$ cat config.mk
export PLATFORM = sky130hd
export DESIGN_NAME = spt_timer
export DESIGN_NICKNAME = d
export VERILOG_FILES = /design/src/spt_pkg.sv /design/src/spt_timer.sv
export VERILOG_INCLUDE_DIRS = /design/src
export SDC_FILE = /design/constraint.sdc
export NUM_CORES = 1
export LEC_CHECK = 0
export BUFFER_PORTS_ARGS = -buffer_cell sky130_fd_sc_hd__buf_2
export CORE_MARGIN = 2
export CORE_UTILIZATION = 45
export CTS_BUF_LIST = sky130_fd_sc_hd__clkbuf_16
export DETAILED_ROUTE_END_ITERATION = 10
export SLEW_MARGIN = 10
export SYNTH_ARGS = -nofsm -noshare
export SYNTH_HDL_FRONTEND = slang
export SYNTH_SLANG_ARGS = --single-unit
$ cat constraint.sdc
create_clock -name clk -period 3.05 [get_ports clk]
set_input_delay 0.61 -clock clk [delete_from_list [all_inputs] [get_ports clk]]
set_output_delay 0.61 -clock clk [all_outputs]
set_load 0.02 [all_outputs]
$ cat src/spt_cfg.svh
// Purpose: constants of the supervision timer LPC target
// Assumes: included by bare name from the package and the module
// Notes: offsets are byte offsets from the I/O base
`ifndef SPT_CFG_SVH
`define SPT_CFG_SVH

// ==========================================================
// I/O decode
`define SPT_BASE_ADDR 16'h0A00
`define SPT_PORT80_ADDR 16'h0080
`define SPT_OFF_CNT0 3'h0
`define SPT_OFF_CNT1 3'h1
`define SPT_OFF_CNT2 3'h2
`define SPT_OFF_RLD0 3'h3
`define SPT_OFF_RLD1 3'h4
`define SPT_OFF_RLD2 3'h5
`define SPT_OFF_STATUS 3'h6
`define SPT_OFF_CTRL 3'h7

// ==========================================================
// Field positions
`define SPT_ST_FIRST 0
`define SPT_ST_SECOND 2
`define SPT_CT_RESET_ON_EXPIRY_BIT 0
`define SPT_CT_COUNT_ENABLE_BIT 1

// ==========================================================
// LPC frame coding and frame cycle indices
`define SPT_LAD_START 4'h0
`define SPT_CYC_IO_RD 3'h0
`define SPT_CYC_IO_WR 3'h1
`define SPT_SYNC_READY 4'h0
`define SPT_LAD_TAR 4'hF
`define SPT_IX_CYC 4'h1
`define SPT_IX_ADDR0 4'h2
`define SPT_IX_ADDR3 4'h5
`define SPT_IX_WLO 4'h6
`define SPT_IX_WHI 4'h7
`define SPT_IX_TAR 4'h8
`define SPT_IX_LAST 4'h9
`define SPT_IX_ONE 4'h1

// ==========================================================
// Reset values and timing
`define SPT_CNT_RST 24'h000000
`define SPT_CNT_ONE 24'h000001
`define SPT_BYTE_ZERO 8'h00
`define SPT_RST_HOLD 8'h10
`define SPT_HOLD_ONE 8'h01

`endif

$ cat src/spt_pkg.sv
// Purpose: types of the supervision timer LPC target
// Assumes: spt_cfg.svh holds the numeric constants
// Notes: all module state is the one struct spt_regs_t
`default_nettype none
package spt_pkg;
  `include "spt_cfg.svh"

  typedef enum logic [2:0] {
    SPT_IDLE = 3'b001,
    SPT_TRACK = 3'b010,
    SPT_SKIP = 3'b100
  } spt_state_t;

  typedef struct packed {
    logic frame_n;
    logic [3:0] ad;
  } spt_lpc_t;

  typedef struct packed {
    spt_lpc_t lpc1;
    spt_lpc_t lpc2;
    logic tick1;
    logic tick2;
    logic tick3;
    logic p80en1;
    logic p80en2;
    spt_state_t state;
    logic [3:0] idx;
    logic is_write;
    logic [15:0] addr;
    logic [3:0] wlo;
    logic [7:0] rdata;
    logic [23:0] count;
    logic [23:0] reload;
    logic first;
    logic second;
    logic count_enable_bit;
    logic reset_on_expiry_bit;
    logic lad_oe;
    logic [3:0] lad_out;
    logic irq;
    logic mreset;
    logic [7:0] hold;
  } spt_regs_t;
endpackage
`default_nettype wire

$ cat src/spt_timer.sv
// Purpose: supervision timer as an LPC I/O target, eight byte registers
// Assumes: clk is the LPC clock domain; LPC pins and the 32.768 kHz tick are
//   outside signals and pass two flip-flops first
// Notes: the pin delay is covered by answering at fixed frame indices
`timescale 1ns/100ps
`default_nettype none
`include "spt_cfg.svh"

module spt_timer (
  // Clock and reset
  input wire logic clk,
  input wire logic reset,
  // LPC target pins
  input wire logic lframe_n,
  input wire logic [3:0] lad_in,
  output logic [3:0] lad_out,
  output logic lad_oe,
  // Time base and options
  input wire logic tick_32k,
  input wire logic port80_kick_en,
  // Events
  output logic irq,
  output logic module_reset
);
  import spt_pkg::*;

  localparam logic [15:0] BASE = `SPT_BASE_ADDR;

  spt_regs_t st;
  spt_regs_t next_st;
  logic [3:0] cur_ix;
  logic [15:0] full_addr;
  logic [7:0] wbyte;
  logic rd_hit;
  logic wr_hit;
  logic kick80;
  logic restart;
  logic step;
  logic expire;
  logic clr_first;
  logic clr_second;

  // ==========================================================
  // Decode helpers
  function automatic logic spt_hit(input logic [15:0] a);
    return a[15:3] == BASE[15:3];
  endfunction

  function automatic logic [7:0] spt_read(input spt_regs_t s, input logic [2:0] off);
    logic [7:0] d;
    d = `SPT_BYTE_ZERO;
    case (off)
      `SPT_OFF_CNT0: d = s.count[7:0];
      `SPT_OFF_CNT1: d = s.count[15:8];
      `SPT_OFF_CNT2: d = s.count[23:16];
      `SPT_OFF_RLD0: d = s.reload[7:0];
      `SPT_OFF_RLD1: d = s.reload[15:8];
      `SPT_OFF_RLD2: d = s.reload[23:16];
      `SPT_OFF_STATUS: begin
        d[`SPT_ST_FIRST] = s.first;
        d[`SPT_ST_SECOND] = s.second;
      end
      `SPT_OFF_CTRL: begin
        d[`SPT_CT_COUNT_ENABLE_BIT] = s.count_enable_bit;
        d[`SPT_CT_RESET_ON_EXPIRY_BIT] = s.reset_on_expiry_bit;
      end
      default: d = `SPT_BYTE_ZERO;
    endcase
    return d;
  endfunction

  // ==========================================================
  // Next state
  always_comb begin
    next_st = st;
    cur_ix = st.idx + `SPT_IX_ONE;
    full_addr = {st.addr[11:0], st.lpc2.ad};
    wbyte = {st.lpc2.ad, st.wlo};
    rd_hit = 1'b0;
    wr_hit = 1'b0;
    kick80 = 1'b0;
    // Synchronisers: first stage feeds only the second
    next_st.lpc1 = '{frame_n: lframe_n, ad: lad_in};
    next_st.lpc2 = st.lpc1;
    next_st.tick1 = tick_32k;
    next_st.tick2 = st.tick1;
    next_st.tick3 = st.tick2;
    next_st.p80en1 = port80_kick_en;
    next_st.p80en2 = st.p80en1;

    if (!st.lpc2.frame_n) begin
      next_st.lad_oe = 1'b0;
      next_st.idx = '0;
      next_st.state = (st.lpc2.ad == `SPT_LAD_START) ? SPT_TRACK : SPT_SKIP;
    end else begin
      case (st.state)
        SPT_IDLE: next_st.state = SPT_IDLE;
        SPT_SKIP: next_st.state = SPT_SKIP;
        SPT_TRACK: begin
          next_st.idx = cur_ix;
          if (cur_ix == `SPT_IX_CYC) begin
            next_st.is_write = st.lpc2.ad[3:1] == `SPT_CYC_IO_WR;
            if (st.lpc2.ad[3:1] != `SPT_CYC_IO_WR && st.lpc2.ad[3:1] != `SPT_CYC_IO_RD) begin
              next_st.state = SPT_SKIP;
            end
          end else if (cur_ix >= `SPT_IX_ADDR0 && cur_ix <= `SPT_IX_ADDR3) begin
            next_st.addr = full_addr;
            // read data latched at address decode
            if (cur_ix == `SPT_IX_ADDR3 && !st.is_write && spt_hit(full_addr)) begin
              rd_hit = 1'b1;
              next_st.rdata = spt_read(st, full_addr[2:0]);
              next_st.lad_oe = 1'b1;
              next_st.lad_out = `SPT_SYNC_READY;
            end
          end else if (cur_ix == `SPT_IX_WLO) begin
            next_st.wlo = st.lpc2.ad;
            next_st.lad_out = st.rdata[3:0];
          end else if (cur_ix == `SPT_IX_WHI) begin
            next_st.lad_out = st.rdata[7:4];
            if (st.is_write) begin
              wr_hit = spt_hit(st.addr);
              kick80 = (st.addr == `SPT_PORT80_ADDR) && st.p80en2;
              next_st.lad_oe = wr_hit;
              next_st.lad_out = `SPT_SYNC_READY;
            end
          end else if (cur_ix == `SPT_IX_TAR) begin
            next_st.lad_out = `SPT_LAD_TAR;
          end else begin
            next_st.lad_oe = 1'b0;
            next_st.state = SPT_IDLE;
          end
        end
        default: begin
          next_st.lad_oe = 1'b0;
          next_st.state = SPT_IDLE;
        end
      endcase
    end

    restart = wr_hit && (st.addr[2:0] <= `SPT_OFF_CNT2);
    restart = restart || kick80;
    // port 80h write also clears first
    clr_first = kick80;
    clr_second = 1'b0;
    if (wr_hit) begin
      case (st.addr[2:0])
        `SPT_OFF_RLD0: next_st.reload[7:0] = wbyte;
        `SPT_OFF_RLD1: next_st.reload[15:8] = wbyte;
        `SPT_OFF_RLD2: next_st.reload[23:16] = wbyte;
        // writing 0 leaves a flag alone
        `SPT_OFF_STATUS: begin
          clr_first = clr_first || wbyte[`SPT_ST_FIRST];
          clr_second = wbyte[`SPT_ST_SECOND];
        end
        `SPT_OFF_CTRL: begin
          next_st.count_enable_bit = wbyte[`SPT_CT_COUNT_ENABLE_BIT];
          next_st.reset_on_expiry_bit = wbyte[`SPT_CT_RESET_ON_EXPIRY_BIT];
        end
        default: next_st.reload = st.reload;
      endcase
    end

    // one step per tick rising edge
    step = st.tick2 && !st.tick3 && st.count_enable_bit && !restart;
    // count of one or zero expires on this tick
    expire = step && (st.count <= `SPT_CNT_ONE);
    if (restart || expire) begin
      // reload and continue after an expiry
      next_st.count = st.reload;
    end else if (step) begin
      next_st.count = st.count - `SPT_CNT_ONE;
    end

    // first expiry; a set beats a same-cycle clear
    next_st.first = (st.first && !clr_first) || (expire && !st.first);
    // second flag only with first set
    next_st.second = (st.second && !clr_second) || (expire && st.first);
    // interrupt held while either flag stands
    next_st.irq = next_st.first || next_st.second;

    // stretched module reset on second expiry
    if (expire && st.first && !st.second && st.reset_on_expiry_bit) begin
      next_st.hold = `SPT_RST_HOLD;
    end else if (st.hold != '0) begin
      next_st.hold = st.hold - `SPT_HOLD_ONE;
    end
    next_st.mreset = next_st.hold != '0;
  end

  // ==========================================================
  // State register
  always_ff @(posedge clk) begin
    if (reset) begin
      st <= '{state: SPT_IDLE, lpc1: '{frame_n: 1'b1, ad: `SPT_LAD_TAR},
              lpc2: '{frame_n: 1'b1, ad: `SPT_LAD_TAR}, count: `SPT_CNT_RST,
              reload: `SPT_CNT_RST, default: '0};
    end else begin
      st <= next_st;
    end
  end

  assign lad_out = st.lad_out;
  assign lad_oe = st.lad_oe;
  assign irq = st.irq;
  assign module_reset = st.mreset;
endmodule
`default_nettype wire

==> metrics.log <==
[metrics] setup slack, reg-to-reg: 0.18 ns
[metrics] global router's overall resource usage: about a quarter
[metrics] total net switching power: 1041 uW
[metrics] nets: around 750
[metrics] final hold violation count: 0
[metrics] worst reg2reg path startpoint: st[97]
[metrics] WP data arrival: ~3.2 ns
[metrics] Max Buffers Root-to-Sink: 2
[metrics] final WL: 16.70 mm
[metrics] register clock-pin slew on the reported worst setup and hold paths: around 0.060 ns
[metrics] clock sink count: between 100 and 150
[metrics] combinational group share of total power: between 10% and 20%
[metrics] clock tree from TritonCTS: yes
[metrics] H-tree depth: 4
[metrics] post-synth top area share: 38.56%
[metrics] Max-Slew Margin vs Limit: 37.15%
[metrics] synthesized netlist net count: between 700 and 800
[metrics] IO buf count: 15
[metrics] last weighted congestion value of the routability-driven placer: a little under 0.9
[metrics] total gr overflow: 0
[metrics] area of the multi-input gates: 0.003518 sq mm
[metrics] number of global-route vias before repair: ~5200
[metrics] Synth Register Bits: roughly 120
[metrics] clock tree skew after final layout: approximately 0.0091 ns
[metrics] total power divided by cell area: 566.0 mW/mm^2
[metrics] maximum number of pins on one net before global-route repair: 64
[metrics] max-cap check violation count: 0
[metrics] Post-DRT Antenna Nets: 0
[metrics] worst hold stages: 2
[metrics] commonest non-fill, non-tap cell in the layout: dfxtp_1
[metrics] proportion of layout cells with a drive suffix above 1: approximately 14%
[metrics] cells taking the most area after synthesis: dfxtp_1 (39%), mux2i_1 (8.8%), nor2_1 (5.2%), nand2_1 (4.8%), a21oi_1 (3.8%)
[metrics] overall die area: 0.01456 sq mm
[metrics] commonest non-fill, non-tap cells in the layout: dfxtp_1 (117), nor2_1 (85), nand2_1 (78)
[metrics] Cell Rows: 42
[metrics] first-pass GRT wire length: 26.83 mm
[metrics] worst skew pair latency: between 0.4 and 0.5 ns
[metrics] final cycle utilization of the critical path: a little over nine tenths
[metrics] Post-synth EDFFs: 0
[metrics] clock root buffer: clkbuf_16
[metrics] Layout Cell Area excl Fill: about 0.0070 sq mm
[metrics] effective utilization at floorplan: a little under half
[metrics] Crit Reg-Reg Endpoint: st[48]
[metrics] switching portion of total power: a little over a quarter
[metrics] Synth Flop Type: dfxtp_1
[metrics] Total Neg Setup Slack: 0 ns
[metrics] Final Max Slew Viols: 0
[metrics] post-detailed-route via-to-cell ratio: a little under 6
[metrics] nature of the critical path endpoint: register
[metrics] YS warnings: 0
[metrics] run status: complete, no violations
[metrics] sequential share of the synthesized area: 38.56%
[metrics] antenna diode instance count: 0
[metrics] class of the tightest hold or removal check: input port to register
[metrics] DRC violations left: 0
[metrics] final count of negative-setup-slack endpoints: 0
[metrics] Wirelength per Cell: about 18 um
[metrics] area occupied by registers: roughly 0.0024 sq mm
[metrics] cell type with the largest total area after synthesis: dfxtp_1
[metrics] standard cell core area: 0.01324 sq mm
[metrics] worst endpoint required time: 3.41 ns
[metrics] Register-to-Register Path Depth: 8
[metrics] Slew @ Worst Pin: around 0.94 ns
[metrics] start point of the critical path: st[97]
[metrics] largest voltage drop on the vdd net: between 0.3 and 0.4 mV
[metrics] number of cells produced by synthesis: 724
[metrics] static leakage: between 0.002 and 0.003 uW
[metrics] First-pass DRT Iterations: 5
[metrics] Fillers: approximately 1300
[metrics] internal power component: roughly 2900 uW
[metrics] kind of start point of the critical path: register
[metrics] async set or reset register ratio after synthesis: 0%
[metrics] initial antenna violation count: 0
[metrics] capturing element of the worst setup path: st[48]
[metrics] sum of net half-perimeters after detailed placement: about 12 mm
[metrics] synthesized area divided by synthesized cell count: between 8 and 9 sq um
[metrics] number of distinct library cells after synthesis: 74
[metrics] sequential share of power: 42.3%
[metrics] instance area after placement: 0.006400 sq mm
[metrics] setup repair after global routing missed its margin: no
[metrics] largest driver fanout on the critical path: 12
[metrics] number of buffers added by the clock tree synthesis step: 17
[metrics] share of total power in the clock network: about 47%
[metrics] post-synthesis instance area: between 0.006 and 0.007 sq mm
[metrics] Worst Path Class, Setup: register to register
[metrics] die width: 120.7 um
[metrics] num ports: 16
[metrics] Peak Freq: between 0.3 and 0.4 GHz
[metrics] post-synthesis to final-layout area growth: 13.48%
[metrics] initial drt markers: 405
[metrics] Die Height: 120.7 um
[metrics] count of vias placed by the detailed router: roughly 5400
[metrics] post-route minimum period: ~2.9 ns
[logic make-up after synthesis]
group	share of synthesized area, %
compound gates	16.12
xor+xnor	2.002
fa+ha+maj	1.838
buf+inv	4.126
flops	38.56
mux	10.29
simple gates	27.06
[what timing repair did]
action	in CTS	in global routing
hold buffers	0	0
setup endpoints to repair	0	22
gates resized for setup	0	4
buffers inserted	0	0
[critical path, cell delays in order (launching register included)]
cell	delay, ns
dfxtp_1	0.48
inv_1	0.13
ha_1	0.32
or3_1	0.40
a22o_1	0.34
or4_1	0.59
buf_4	0.21
nor2_2	0.17
o22a_1	0.16
[cell type report]
| type | instances | share of cell area, % |
|---|---|---|
| Multi-Input combinational cell | 549 | 50.61 |
| Sequential cell | 118 | 34.00 |
| Clock buffer | 17 | 6.120 |
| Timing Repair Buffer | 41 | 3.924 |
| Tap cell | 176 | 3.168 |
| Clock inverter | 15 | 1.692 |
| Inverter | 9 | 0.4860 |
[Yosys cell counts (all sizes together) (7+ instances only)]
cell type  instances
dfxtp            118
nor2              86
nand2             78
mux2i             54
a21oi             46
clkbuf            31
nor3              27
o21ai             21
buf               17
nand3             17
nor4              15
o21a              14
or2               13
nand2b            11
nor2b             11
o32ai             11
nand4             10
a31oi              9
ha                 9
inv                9
or4                9
nand3b             8
a211oi             7
and3               7
or3                7
xnor2              7
xor2               7
[registers in the layout (all words and copies together) (netlist names)]
name,cells
lad_out,4
lad_oe,1
full_addr,16
st,87
irq,1
next_st,8
module_reset,1
[power by group through the flow]
stage | registers, uW | clock network, uW | logic (uW)
finish | 1660 | 1840 | 434
global route | 1670 | 1940 | 483
CTS | 1660 | 1860 | 437
detailed placement | 1700 | 0 | 431
global placement | 1690 | 0 | 402
floorplan | 1680 | 0 | 338
[per-stage QoR]
| stage | hold slack [ns] | setup slack [ns] | utilization (%) | power, uW | instances |
|---|---|---|---|---|---|
| floorplan | 0.3895 | 0.4065 | - | 2019 | 724 |
| detailed placement | 0.3933 | 0.04142 | 48.33 | 2128 | 893 |
| global placement | 0.3929 | 0.1747 | 48.33 | 2093 | 893 |
| finish | 0.3783 | 0.1805 | 52.49 | 3934 | 925 |
| CTS | 0.3644 | 0.01756 | 52.43 | 3959 | 925 |
| global route | 0.3664 | 0.02869 | 52.49 | 4092 | 925 |
[per-layer routing]
metal | global-route usage, % | up-vias | wire length, um
met5 | 0 | - | 0
li1 | - | 2646 | -
met1 | 30.63 | 2619 | 7608
met4 | 8.939 | 0 | 306
met2 | 38.81 | 147 | 8015
met3 | 4.953 | 24 | 770
[worst min-delay path by stage]
stage | slack, ns | startpoint | end
final | 0.38 | lad_in[0] | next_st[108]
after global routing | 0.37 | lad_in[2] | next_st[110]
after CTS | 0.36 | lad_in[0] | next_st[108]
after detailed placement | 0.39 | next_st[111] | full_addr[3]
after global placement | 0.39 | next_st[109] | full_addr[1]
after floorplan | 0.39 | next_st[108] | full_addr[0]
(Power assumes the default switching activity.)
